--- config.mk ---
export PLATFORM = sky130hd
export DESIGN_NAME = mbi_bus_if
export DESIGN_NICKNAME = d
export VERILOG_FILES = /design/src/core/mbi_pkg.sv /design/src/core/mbi_bus_if.sv
export VERILOG_INCLUDE_DIRS = /design/src /design/src/core
export SDC_FILE = /design/constraint.sdc
export NUM_CORES = 1
export LEC_CHECK = 0
export BUFFER_PORTS_ARGS = -buffer_cell sky130_fd_sc_hd__buf_2
export CORE_ASPECT_RATIO = 1.75
export CORE_MARGIN = 2
export CORE_UTILIZATION = 40
export CTS_CLUSTER_DIAMETER = 150
export DETAILED_ROUTE_END_ITERATION = 8
export PLACE_DENSITY_LB_ADDON = 0.05
export SYNTH_ARGS = -nofsm -noshare
export SYNTH_HDL_FRONTEND = slang
export SYNTH_SLANG_ARGS = --single-unit
--- constraint.sdc ---
create_clock -name clk -period 6.05 [get_ports clk]
set_input_delay 0.605 -clock clk [delete_from_list [all_inputs] [get_ports clk]]
set_output_delay 0.605 -clock clk [all_outputs]
set_load 0.02 [all_outputs]
--- src/core/mbi_map.svh ---
// constants for the multiplexed processor bus interface
// assumes inclusion by the package and the design file only
`ifndef MBI_MAP_SVH
`define MBI_MAP_SVH
`define MBI_LOW_ADDR_W     4
`define MBI_BYTE_LANES     4
`define MBI_BURST_WORDS    3'h4
`define MBI_CFG_BOOT16_BIT 0
`define MBI_CFG_BOOT8_BIT  1
`define MBI_CFG_RSVD_BIT   2
`define MBI_CFG_HOLD_BIT   3
`define MBI_CFG_RESET      4'h0
`define MBI_STRB_IDLE      4'hF
`endif

--- src/core/mbi_pkg.sv ---
// types for the multiplexed processor bus interface
// assumes mbi_map.svh sits beside it on the include path
`include "mbi_map.svh"
package mbi_pkg;
  typedef enum logic [1:0] {
    MBI_PORT32 = 2'h0,
    MBI_PORT16 = 2'h1,
    MBI_PORT8  = 2'h2
  } mbi_port_t;

  typedef enum logic [1:0] {
    MBI_SZ_BYTE = 2'h0,
    MBI_SZ_HALF = 2'h1,
    MBI_SZ_WORD = 2'h3
  } mbi_size_t;

  typedef enum logic [2:0] {
    MBI_IDLE  = 3'h0,
    MBI_ADDR  = 3'h1,
    MBI_TURN  = 3'h2,
    MBI_DATA  = 3'h3,
    MBI_HOLD  = 3'h4
  } mbi_state_t;

  typedef struct packed {
    logic [31:0] addr;
    logic [31:0] wdata;
    mbi_size_t   size;
    mbi_port_t   port;
    logic        write;
    logic        burst;
    logic        miss;
    logic        instr;
  } mbi_req_t;

  typedef struct packed {
    logic        bootRom16;
    logic        bootRom8;
    logic        reserved_high_option;
    logic        extended_address_hold_option;
  } mbi_cfg_t;
endpackage

--- src/core/mbi_bus_if.sv ---
// processor side of the multiplexed address/data bus
// assumes a core request port, a memory datum-ready strobe and pad logic for the shared lines
//
// Functional notes
// - one shared bus: address phase, then data
// - address phase drives address bits 31:4
// - byte strobes on low four lines, addr phase
// - strobes held inactive on reads when configured
// - write data driven from write buffer
// - single or four-word reads into read buffer
// - lanes from size, low address, byte order
// - low address names the expected datum
// - writes/singles: exact address, then increment
// - burst reads count from zero by width
// - low address pins sampled as reset config
// - diagnostic pin: miss phase then I/D phase
// - I/D phase: high instruction, low data
// - latch strobe high while address valid
// - miss shown high during address phase
//
// The address-and-strobe port and the placing of the registers were left to the implementer.
`timescale 1ns/10ps
`default_nettype none
`include "mbi_map.svh"
module mbi_bus_if import mbi_pkg::*; (
  input  wire logic        clk,
  input  wire logic        rst,
  input  wire logic        bigEndian,
  input  wire logic        holdStrobesOnRead,
  input  wire logic        reqValid,
  input  wire mbi_req_t    req,
  output logic             reqReady,
  output logic [31:0]      rdData,
  output logic [1:0]       rdIndex,
  output logic             rdValid,
  output logic             done,
  output mbi_cfg_t         cfg,
  input  wire logic        datumAck,
  input  wire logic [31:0] adIn,
  output logic [31:0]      adOut,
  output logic             adOe,
  input  wire logic [3:0]  lowAddrIn,
  output logic [3:0]       lowAddrOut,
  output logic             lowAddrOe,
  output logic             diag,
  output logic             addrLatch
);

  ////////////////////////////////////////////////////////////////////////////////
  // reset configuration sampling

  logic [3:0]  cfgSync1;
  logic [3:0]  cfgSync2;
  logic [3:0]  cfgSync3;

  // config pins come from outside; three flops, taken once second and third agree
  always_ff @(posedge clk) begin
    cfgSync1 <= lowAddrIn;
    cfgSync2 <= cfgSync1;
    cfgSync3 <= cfgSync2;
  end

  wire cfgStable = (cfgSync2 == cfgSync3);

  always_ff @(posedge clk) begin
    if (rst && cfgStable) begin
      cfg.bootRom16    <= cfgSync3[`MBI_CFG_BOOT16_BIT];
      cfg.bootRom8     <= cfgSync3[`MBI_CFG_BOOT8_BIT];
      cfg.reserved_high_option <= cfgSync3[`MBI_CFG_RSVD_BIT];
      cfg.extended_address_hold_option  <= cfgSync3[`MBI_CFG_HOLD_BIT];
    end
  end

  ////////////////////////////////////////////////////////////////////////////////
  // transfer state

  mbi_state_t  state;
  mbi_state_t  next_state;
  mbi_req_t    cur;
  logic [3:0]  lowAddr;
  logic [2:0]  pieceLeft;
  logic [1:0]  wordCnt;

  wire idle     = (state == MBI_IDLE);
  wire take     = idle && reqValid;
  wire isPort32 = (cur.port == MBI_PORT32);
  wire isPort16 = (cur.port == MBI_PORT16);

  // step of the low address follows the port width
  wire [3:0] step = isPort32 ? 4'h4 : (isPort16 ? 4'h2 : 4'h1);

  // pieces needed when the datum is wider than the port
  wire [2:0] pieces =
    (cur.burst) ? 3'h1 :
    (cur.size == MBI_SZ_WORD) ? (isPort32 ? 3'h1 : (isPort16 ? 3'h2 : 3'h4)) :
    (cur.size == MBI_SZ_HALF) ? ((isPort32 || isPort16) ? 3'h1 : 3'h2) : 3'h1;

  // burst is four words whatever the port, so piece count per word is set by width
  wire [2:0] perWord = isPort32 ? 3'h1 : (isPort16 ? 3'h2 : 3'h4);
  wire lastPiece = (pieceLeft == 3'h1);
  wire lastWord  = !cur.burst || (wordCnt == 2'h3);

  ////////////////////////////////////////////////////////////////////////////////
  // byte lane selection

  logic [3:0] laneMask;

  always_comb begin
    laneMask = 4'h0;
    case (cur.size)
      MBI_SZ_BYTE: laneMask = 4'h1 << (bigEndian ? ~cur.addr[1:0] : cur.addr[1:0]);
      MBI_SZ_HALF: laneMask = (bigEndian ^ cur.addr[1]) ? 4'hC : 4'h3;
      MBI_SZ_WORD: laneMask = 4'hF;
      default:     laneMask = 4'h0;
    endcase
  end

  // strobes only mean something to 32-bit ports; read masking lets latched strobes be write enables
  wire stbQuiet = !cur.write && holdStrobesOnRead;
  wire [3:0] byteLaneStrobe_n = (stbQuiet || cur.burst) ? `MBI_STRB_IDLE
                                : ~laneMask;

  ////////////////////////////////////////////////////////////////////////////////
  // sequencing

  always_comb begin
    next_state = state;
    case (state)
      MBI_IDLE: if (reqValid) next_state = MBI_ADDR;
      MBI_ADDR: next_state = MBI_TURN;
      MBI_TURN: next_state = MBI_DATA;
      MBI_DATA: if (datumAck && lastPiece && lastWord) begin
        next_state = cfg.extended_address_hold_option ? MBI_HOLD : MBI_IDLE;
      end
      MBI_HOLD: next_state = MBI_IDLE;
      default:  next_state = MBI_IDLE;
    endcase
  end

  always_ff @(posedge clk) begin
    if (rst) begin
      state <= MBI_IDLE;
    end else begin
      state <= next_state;
    end
  end

  always_ff @(posedge clk) begin
    if (take) begin
      cur       <= req;
    end
  end

  wire [2:0] pieceInit = req.burst ? (req.port == MBI_PORT32 ? 3'h1 :
                         (req.port == MBI_PORT16 ? 3'h2 : 3'h4)) : 3'h0;

  always_ff @(posedge clk) begin
    if (rst) begin
      lowAddr   <= 4'h0;
      pieceLeft <= 3'h0;
      wordCnt   <= 2'h0;
    end else if (take) begin
      lowAddr   <= req.burst ? 4'h0 : req.addr[3:0];
      pieceLeft <= pieceInit;
      wordCnt   <= 2'h0;
    end else if (state == MBI_ADDR && pieceLeft == 3'h0) begin
      pieceLeft <= pieces;
    end else if (state == MBI_DATA && datumAck) begin
      lowAddr   <= lowAddr + step;
      if (!lastPiece) begin
        pieceLeft <= pieceLeft - 3'h1;
      end else if (!lastWord) begin
        pieceLeft <= perWord;
        wordCnt   <= wordCnt + 2'h1;
      end
    end
  end

  // strobes for a request taken this cycle are worked out from the incoming fields
  logic [3:0] reqLane;
  always_comb begin
    reqLane = 4'h0;
    case (req.size)
      MBI_SZ_BYTE: reqLane = 4'h1 << (bigEndian ? ~req.addr[1:0] : req.addr[1:0]);
      MBI_SZ_HALF: reqLane = (bigEndian ^ req.addr[1]) ? 4'hC : 4'h3;
      MBI_SZ_WORD: reqLane = 4'hF;
      default:     reqLane = 4'h0;
    endcase
  end

  wire reqQuiet = (!req.write && holdStrobesOnRead) || req.burst;
  wire [3:0] byteLaneStrobeAt = take ? (reqQuiet ? `MBI_STRB_IDLE : ~reqLane)
                                     : byteLaneStrobe_n;

  // pin must name the datum now expected, so it follows the stepped value, not the old one
  wire [3:0] nextLowAddr = (state == MBI_DATA && datumAck) ? lowAddr + step : lowAddr;

  ////////////////////////////////////////////////////////////////////////////////
  // pins and core answers

  always_ff @(posedge clk) begin
    if (rst) begin
      adOut      <= 32'h0;
      adOe       <= 1'b0;
      lowAddrOe  <= 1'b0;
      lowAddrOut <= 4'h0;
      addrLatch  <= 1'b0;
      diag       <= 1'b0;
      reqReady   <= 1'b0;
      rdValid    <= 1'b0;
      rdData     <= 32'h0;
      rdIndex    <= 2'h0;
      done       <= 1'b0;
    end else begin
      reqReady  <= (next_state == MBI_IDLE);
      lowAddrOe <= 1'b1;
      lowAddrOut <= (next_state == MBI_ADDR) ? (req.burst ? 4'h0 : req.addr[3:0]) : nextLowAddr;
      addrLatch <= (next_state == MBI_ADDR);
      rdValid   <= 1'b0;
      done      <= 1'b0;
      case (next_state)
        MBI_ADDR: begin
          adOut <= {take ? req.addr[31:4] : cur.addr[31:4], byteLaneStrobeAt};
          adOe  <= 1'b1;
          diag  <= take ? req.miss : cur.miss;
        end
        MBI_TURN, MBI_DATA: begin
          adOut <= cur.wdata;
          adOe  <= cur.write;
          diag  <= cur.instr;
        end
        default: begin
          adOe  <= 1'b0;
          diag  <= 1'b0;
        end
      endcase
      if (state == MBI_DATA && datumAck && !cur.write) begin
        rdData  <= adIn;
        rdIndex <= wordCnt;
        rdValid <= 1'b1;
      end
      if (state == MBI_DATA && next_state != MBI_DATA) begin
        done <= 1'b1;
      end
    end
  end

endmodule
`default_nettype wire

# Yosys cells after proc, flatten, opt, wreduce, memory -nomap -nowiden

Cells that the tools add are included.

Add/sub/neg operators: 3
Equal/unequal tests: 18
Shift-type cells: 2
Mux-type cells: 42
Bitwise operators: 8
Reductions and logical operators: 30

Operators by type and width:

| operator            | number |
|---|---|
| $pmux 32 s2         | 1 |
| $mux 3              | 16 |
| $mux 4              | 10 |
| $mux 28             | 1 |
| $pmux 4 s3          | 2 |
| $eq 3x2->1 const B  | 4 |
| $pmux 3 s4          | 1 |
| $logic_and 1x1->1   | 10 |
| $mux 2              | 5 |
| $eq 3x1->1 const B  | 3 |
| $logic_not 3->1     | 3 |
| $eq 2x1->1 const B  | 4 |
| $logic_not 2->1     | 4 |
| $not 4->4           | 2 |
| $shl 1x2->4 const A | 2 |
| $eq 2x2->1 const B  | 3 |
| $add 4x3->4         | 1 |
| $eq 4x4->1          | 1 |
| $logic_or 1x1->1    | 4 |
| $mux 1              | 4 |
| $ne 4x3->1 const B  | 1 |
| $not 2->2           | 2 |
| $pmux 1 s2          | 2 |
| $reduce_and 4->1    | 1 |
| other kinds (11)    | 16 |

Register bits after elaboration: 177
Input port bits: 114
Output and inout port bits: 81
Logic and storage cells: 133

# Logic depth before layout (Yosys ltp)

Gate-level depths: netlist of the first run.

Depth in word-level cells: 8
Depth in mapped cells: 9
Mapped depth without buffers: 7

# Worst setup path before layout of the first run

Ideal clock, no wire load.

Kind: input-to-reg
Start point: input port reqValid
End point: register lowAddrOut[2]
Library setup time: 0.071 ns
Data arrival time: 2.130 ns
Path slack: 3.850 ns
Stages: 5
Cells stage by stage: or4b_4 -> inv_1 -> buf_2 -> nand3_1 -> a21oi_1

Longest elaborated chain between the ends: 4

RTL lines:

| element              | line              | text |
|---|---|---|
| start, declared      | mbi_bus_if.sv:30  | `input wire logic reqValid,` |
| $mux 3               | mbi_bus_if.sv:129 | `MBI_IDLE: if (reqValid) next_state = MBI_ADDR;` |
| $pmux 3 s4           | mbi_bus_if.sv:128 | `case (state)` |
| $eq 3x1->1           | mbi_bus_if.sv:217 | `lowAddrOut <= (next_state == MBI_ADDR) ? (req.burst ? 4'h0 : req.addr[3:0]) : nextLowAddr;` |
| $mux 4               | mbi_bus_if.sv:217 |  |
| end signal, assigned | mbi_bus_if.sv:217 |  |
| end, declared        | mbi_bus_if.sv:43  | `output logic [3:0] lowAddrOut,` |

No other way between the ends.
A chain may end at the register's enable or synchronous reset.

# Worst setup path in the final report of the first run

Start point: register state[1]
End point: register adOut[3]

Longest elaborated chain between the ends: 5

RTL lines:

| element                                                 | line              | text |
|---|---|---|
| start, declared                                         | mbi_bus_if.sv:77  | `mbi_state_t state;` |
| start signal, assigned                                  | mbi_bus_if.sv:144 | `state <= next_state;` |
| $eq 3x2->1 (tied with other cells)                      | mbi_bus_if.sv:128 |  |
| $pmux 3 s4                                              | mbi_bus_if.sv:128 |  |
| $eq 3x2->1                                              | mbi_bus_if.sv:221 | `case (next_state)` |
| $reduce_or 2->1                                         | mbi_bus_if.sv:221 |  |
| $pmux 32 s2 / $reduce_bool 2->1 (equally long branches) | -                 |  |
| end signal, assigned                                    | mbi_bus_if.sv:223 | `adOut <= {take ? req.addr[31:4] : cur.addr[31:4], byteLaneStrobeAt};` |
| end signal, assigned                                    | mbi_bus_if.sv:228 | `adOut <= cur.wdata;` |
| end, declared                                           | mbi_bus_if.sv:40  | `output logic [31:0] adOut,` |

Parallel ways exist; a longest one is shown, timed or not.

==> results of run 1 <==
-- cells in the final DEF, fill, tap and decap left out, types with 2 or more instances in the layout --
cell type   count
nor4_1          5
inv_6           3
nand3_1         7
and2_1          2
inv_1           8
nand2_1       132
clkinvlp_4      4
buf_2         194
clkinv_2        2
nor2_1         42
ha_1            7
o211ai_1        3
nand3b_1        5
nor3_1         11
a21oi_1        49
clkbuf_1        3
o21ai_0         2
edfxtp_1       43
mux2_2          3
a21o_1          2
buf_4           4
dfxtp_1       101
xor2_1          2
clkbuf_16      18
or3_1           4
a311oi_1       31
mux2i_1         2
nand2b_1        7
nor2b_1         5
xnor2_1         4
-- power breakdown --
part / total [mW] / internal [mW] / leakage, nW / switching [mW]
Clock: 0.992 / 0.593 / 0.266 / 0.400
Combinational: 0.323 / 0.118 / 1.50 / 0.205
Sequential: 1.11 / 1.07 / 1.24 / 0.0359
Total: 2.42 / 1.78 / 3.00 / 0.641
-- cell families (layout without fill, tap and decap cells) --
logic type               Yosys count  in the layout  synth area share, %
adder cells (fa/ha/maj)            8              8                1.989
flip-flops                       144            144                61.24
XOR/XNOR                           6              6               0.9713
buffers and inverters             43            239                3.561
AND/OR/NAND/NOR                  228            228                18.45
multiplexers                       5              5               0.9944
AO/OA/AOI/OAI                    101            101                12.79
-- synth_stat cells (5+ instances only) --
cell	instances	area (sq um)
a311oi_1	31	271.5
nor2b_1	5	31.28
ha_1	7	87.58
dfxtp_1	101	2022
nand2b_1	7	43.79
nor2_1	43	161.4
clkbuf_1	25	93.84
a21oi_1	49	245.2
nand2_1	132	495.5
nand3_1	7	35.03
edfxtp_1	43	1291
nor4_1	5	31.28
nand3b_1	5	37.54
inv_1	9	33.78
nor3_1	11	55.05
-- final cells by class --
cell class                      count  area (sq um)
Timing Repair Buffer              198          1001
Inverter                            9         33.78
Clock inverter                     11         105.1
Fill cell                        1289          6272
Multi-Input combinational cell    348          1908
Tap cell                          174         217.7
Sequential cell                   144          3313
Clock buffer                       21         461.7
-- metrics by stage --
step           area, sq um  setup WS, ns  total power [mW]  hold slack, ns  utilization (%)
2_1_floorplan         5410         3.850             1.331          0.3096                -
3_3_place_gp          6474         2.683             1.445          0.3111            48.63
3_5_place_dp          6474         2.651             1.452          0.3161            48.63
4_1_cts               7041         2.868             2.454          0.2743            52.89
5_1_grt               7041         2.645             2.530          0.2739            52.89
6_report              7041         2.862             2.423          0.2938            52.89
-- worst max-delay path: cells and delay by family, from the launching register on --
family / cells / cell delay, ns
AOI/OAI and AO/OA: 2 / 0.56
and+or+nand+nor: 2 / 0.88
DFF: 1 / 0.39
buffers and inverters: 2 / 1.17
-- metal layers --
metal	up-vias	track usage [%]	routed length, um
li1	2243	-	-
met1	2131	19.69	5216
met2	173	32.70	6888
met3	26	5.950	903
met4	0	8.031	301
met5	-	0	0
-- sequential cells by signal (all words and copies together), names as in the netlist, 2 cells and up --
register and count:
cur 39, adOut 32, rdData 32, cfgSync1 4
cfgSync2 4, cfgSync3 4, cfg 4, lowAddrOut 4
lowAddr 4, pieceLeft 3, state 3, rdIndex 2
wordCnt 2
-- path summary, 6_finish.rpt --
path,start,endpoint,slack (ns),depth (start not counted)
max,state[1],adOut[3],2.86,6
min,lowAddrIn[2],cfgSync1[2],0.29,1
max reg2reg,state[1],adOut[3],2.86,6
min reg2reg,cfgSync1[3],cfgSync2[3],0.33,0
==> impl_results.md, run 1 <==
- Yosys warns: 0
- Max transition margin: 30.15%
- Post-CTS resize count: 0
- Antenna diodes: 0
- Drt pass-1 iters: 4
- Setup tns final: 0 ns
- CTS sink cnt: 144
- RSZ-0062 raised after global routing: false
- Post-DR wirelength/cell: 14.71 um
- Final clock skew: 0.007845 ns
- Die area: 0.01451 sq mm
- Initial antenna violation count: 0
- Worst Setup Path Type: reg2reg
- Outcome: complete, no violations
- Die W: 91.92 um
- Crit-path cells: or4b_4, inv_2, buf_4, o2111ai_1, a21oi_1, nor4_1
- Worst Path Arrival: 3.45 ns
- P per Cell Area: 344.1 mW/mm^2
- Ys flop type: dfxtp_1
- Cts bufs inserted: 17
- Clock Pin Slew Worst Setup and Hold Paths: 0.06 ns
- Starting DRT DRC Count: 125
- CP max FO: 43
- EDFF count, synth: 43
- Fmax: 313.6 MHz
- Period utilisation layout: 52.70%
- Slowest CP cell: or4b_4
- Post-layout net count: 840
- Cts hold-fix bufs: 0
- Startpoint Class: register
- Grt total ovfl: 0
- Clock Latency Late Sink: 0.41 ns
- Floorplan row count: 56
- Part of the Yosys area used for sequential elements: 61.24%
- Placed insts: 873
- First-pass GRT wire length: 20980 um
- Max_cap viols: 0
- CP max stage delay: 0.80 ns
- Layout cell share with drive strength beyond 1: 32.69%
- Number of global-route vias before repair: 4409
- Worst EP required: 6.31 ns
- Die Y: 157.9 um
- Fin cells: 905
- H-tree depth: 4
- GPL Wtd Cong: 0.7829
- Ys async rst share: 0%
- Via density: 5.053
- CTS tree: built
- DPL Wire Length: 9252 um
- GRT Overall Usage: 18.32%
- Hold crit path type: in2reg
- Final WL: 13310 um
- Via count: 4573
- Measured slew at the worst slew-check pin: 1.048 ns
- Leakage Power: 2.999 nW
- #FFs+latches synth: 144
- Yosys cell types: 48
- DRC: 0
- Antenna Nets Post-Route: 0
- Port bufs: 194
- Synth Net Count: 657
- Synth Cell Area: 0.005410 sq mm
- Minimum clock period: 3.188 ns
- Initial core utilization: 40.64%
- Post-CTS Setup Inserts: 0
- Element type at the critical path end: register
- Cells after Synth: 535
- # setup viols final: 0
- VDD IR max: 0.2249 mV
- Largest net degree at the start of global routing: 67
- # IOs: 195
- Clock root buffer master: clkbuf_16
- Number of failing hold endpoints at the final stage: 0
- Core Region: 0.01331 sq mm
- Final Max Tran Viols: 0
- Area Growth Syn to Fin: 30.13%
- Clk buf depth: 2
- Avg Cell Area, Syn: 10.11 sq um
(Power assumes the default switching activity.)
==> run 2: changes to the inputs <==
--- a/config.mk
+++ b/config.mk
@@ -6,6 +6,7 @@
 export SDC_FILE = /design/constraint.sdc
 export NUM_CORES = 1
 export LEC_CHECK = 0
+export ABC_AREA = 1
 export BUFFER_PORTS_ARGS = -buffer_cell sky130_fd_sc_hd__buf_2
 export CORE_ASPECT_RATIO = 1.75
 export CORE_MARGIN = 2
==> constraint.sdc (replaced) <==
create_clock -name clk -period 3.1 [get_ports clk]
set_input_delay 0.31 -clock clk [delete_from_list [all_inputs] [get_ports clk]]
set_output_delay 0.31 -clock clk [all_outputs]
set_load 0.02 [all_outputs]
==> run 2 against run 1 <==
  * Via count up 31%
  * Combinational power rose to 3.5 times the previous value
  * Power up 140%
  * Synthesized area up 31%
  * Routed wire length up 38%
  * Largest cell class unchanged
==> impl_results.md, run 2 <==
- Most common cell in the netlist: nand2_1
- GRT Overall Usage: 19.74%
- Clock Pin Slew Worst Setup and Hold Paths: 0.06 ns
- DRC: 0
- Floorplan row count: 64
- H-tree depth: 4
- Core Region: 0.01746 sq mm
- Post-DR wirelength/cell: 14.64 um
- DPL Wire Length: 12210 um
- Post-Synth Simple-Gate Area: 27.44%
- Overall power: 5.771 mW
- Dominant cell type by area after synthesis: edfxtp_1
- Initial core utilization: 40.69%
- Final Max Tran Viols: 0
- Port bufs: 194
- Leakage Power: 4.307 nW
- Ys flop type: dfxtp_1
- CTS tree: built
- Final core occ: 50.60%
- Via count: 6006
- Yosys cell types: 31
- Die W: 104.7 um
- CP max FO: 68
- RSZ-0062 raised after global routing: false
- Mux contribution to synthesized area: 0%
- Post-layout net count: 1136
- Clock root buffer master: clkbuf_16
- Cts bufs inserted: 17
- Ranking of synthesized cells by area: edfxtp_1 30%, dfxtp_1 28%, nand2_1 9.8%
- # setup viols final: 0
- Die Y: 180.3 um
- Most frequent cells in the layout: 194 x buf_2, 184 x nand2_1, 147 x nor2_1
- Max transition margin: 37.01%
- Area of the multi-input gates: 0.002477 sq mm
- Startpoint Class: register
- Antenna diodes: 0
- Top reg by flops: cur
- Synth Net Count: 955
- Measured slew at the worst slew-check pin: 0.9449 ns
- # IOs: 195
- GPL Wtd Cong: 0.8212
- EDFF count, synth: 71
- Setup tns final: 0 ns
- Cells after Synth: 833
- Part of the Yosys area used for sequential elements: 58.48%
- Grt total ovfl: 0
- Yosys warns: 0
- Element type at the critical path end: register
- Final clock skew: 0.006525 ns
- Synth cell count leaders: 186 x nand2_1, 149 x nor2_1, 101 x dfxtp_1, 75 x nand3_1, 71 x edfxtp_1
- Layout filler cell count: 1778
- Placed insts: 1222
- Clock Latency Late Sink: 0.43 ns
- Number of global-route vias before repair: 5910
- Biggest regs: cur: 67 flops, adOut: 32 flops, rdData: 32 flops
- Via density: 4.774
- Starting DRT DRC Count: 231
- CTS sink cnt: 172
- Clk buf depth: 2
- Minimum clock period: 2.035 ns
- Number of failing hold endpoints at the final stage: 0
- #FFs+latches synth: 172
- XOR/XNOR Fraction of Synth Area: 0.7398%
- Sequential cell area: 0.004154 sq mm
- Fmax: 491.4 MHz
- Post-CTS Setup Inserts: 0
- Complex-gate fraction of the synthesized area: 5.038%
- Commonest non-fill, non-tap cell in the layout: buf_2
- Synth Cell Area: 0.007103 sq mm
- P per Cell Area: 653.3 mW/mm^2
- Cts hold-fix bufs: 4
- Layout cell share with drive strength beyond 1: 23.95%
- Worst EP required: 3.46 ns
- Worst Setup Path Type: reg2reg
- VDD IR max: 0.4381 mV
- Period utilisation layout: 65.65%
- Setup WS post-layout: 1.065 ns
- Largest register FFs: 67
- Fin cells: 1258
- Die area: 0.01888 sq mm
- Area Growth Syn to Fin: 24.36%
- Setup Slack @ Placement: 1.065 ns
- Ys async rst share: 0%
- Outcome: complete, no violations
- Largest net degree at the start of global routing: 69
- First-pass GRT wire length: 29450 um
- Synth top area share: 30.02%
- Drt pass-1 iters: 4
- Max_cap viols: 0
- Fraction of the mapped netlist area in adder cells: 1.515%
- Post-CTS resize count: 0
- Worst Path Arrival: 2.40 ns
- Avg Cell Area, Syn: 8.527 sq um
- Hold crit path type: in2reg
- Main combinational cell family by area after synthesis: simple AND/OR/NAND/NOR gates
- Antenna Nets Post-Route: 0
- Final WL: 18410 um
- Initial antenna violation count: 0
-- run 2: cell types whose count changed in the layout (fill, tap and decap cells not counted), sizes merged, moves of 7 or more --
cell,previous run,this run
o21ai,2,53
nand2,132,188
nand2b,7,0
nor2,43,152
nor3,11,1
inv,12,72
a311oi,32,0
buf,198,205
edfxtp,43,71
a21oi,49,14
nand4,0,34
nand3,7,76
-- run 2: worst max-delay path: stages (launching register included) --
cell and delay (ns):
dfxtp_1 0.38, nor2_2 0.07, buf_4 0.24, nand2_2 0.12
buf_4 0.62, nand2_1 0.14, nand2_1 0.10, nand3_1 0.06
nand2_1 0.10, nor2_1 0.04, nor2_1 0.08
-- run 2: cell type report --
class	count	area share (%)
clock inverter	6	0.3683
clock buffer	26	5.793
timing repair buffer	209	12.38
multi-input combinational	541	28.05
tap	231	3.272
sequential	172	47.03
inverter	73	3.116
-- run 2: where the power goes --
part / switching (mW) / internal, mW
combinational: 0.735 / 0.381
sequential: 0.100 / 2.58
clock: 0.838 / 1.14
total: 1.67 / 4.10
-- run 2: per-layer routing --
metal	track usage (%)	vias to the layer above	wire (um)
li1	-	3063	-
met1	22.55	2754	7477
met2	35.06	171	9603
met3	5.280	18	978
met4	7.147	0	353
met5	0	-	0
-- run 2: cell families (layout without fill, tap and decap cells) --
family                   after synthesis  count (layout)
AO/OA/AOI/OAI                         70              70
XOR/XNOR                               6               6
adder cells (fa/ha/maj)                8               8
buffers and inverters                120             314
flip-flops                           172             172
AND/OR/NAND/NOR                      457             457
-- run 2: worst paths after layout --
check | to | slack [ns] | start | depth (start not counted)
setup / recovery | adOut[30] | 1.06 | state[1] | 10
hold / removal | cur[30] | 0.06 | req[30] | 1
setup reg to reg | adOut[30] | 1.06 | state[1] | 10
hold reg to reg | cfgSync2[2] | 0.33 | cfgSync1[2] | 0
-- run 2: per-stage QoR --
stage	hold WS, ns	area (sq um)
after floorplan	0.3096	7103
after global placement	0.3129	8249
after detailed placement	0.3164	8249
after CTS	0.03172	8833
after global routing	0.02927	8833
final	0.05682	8833
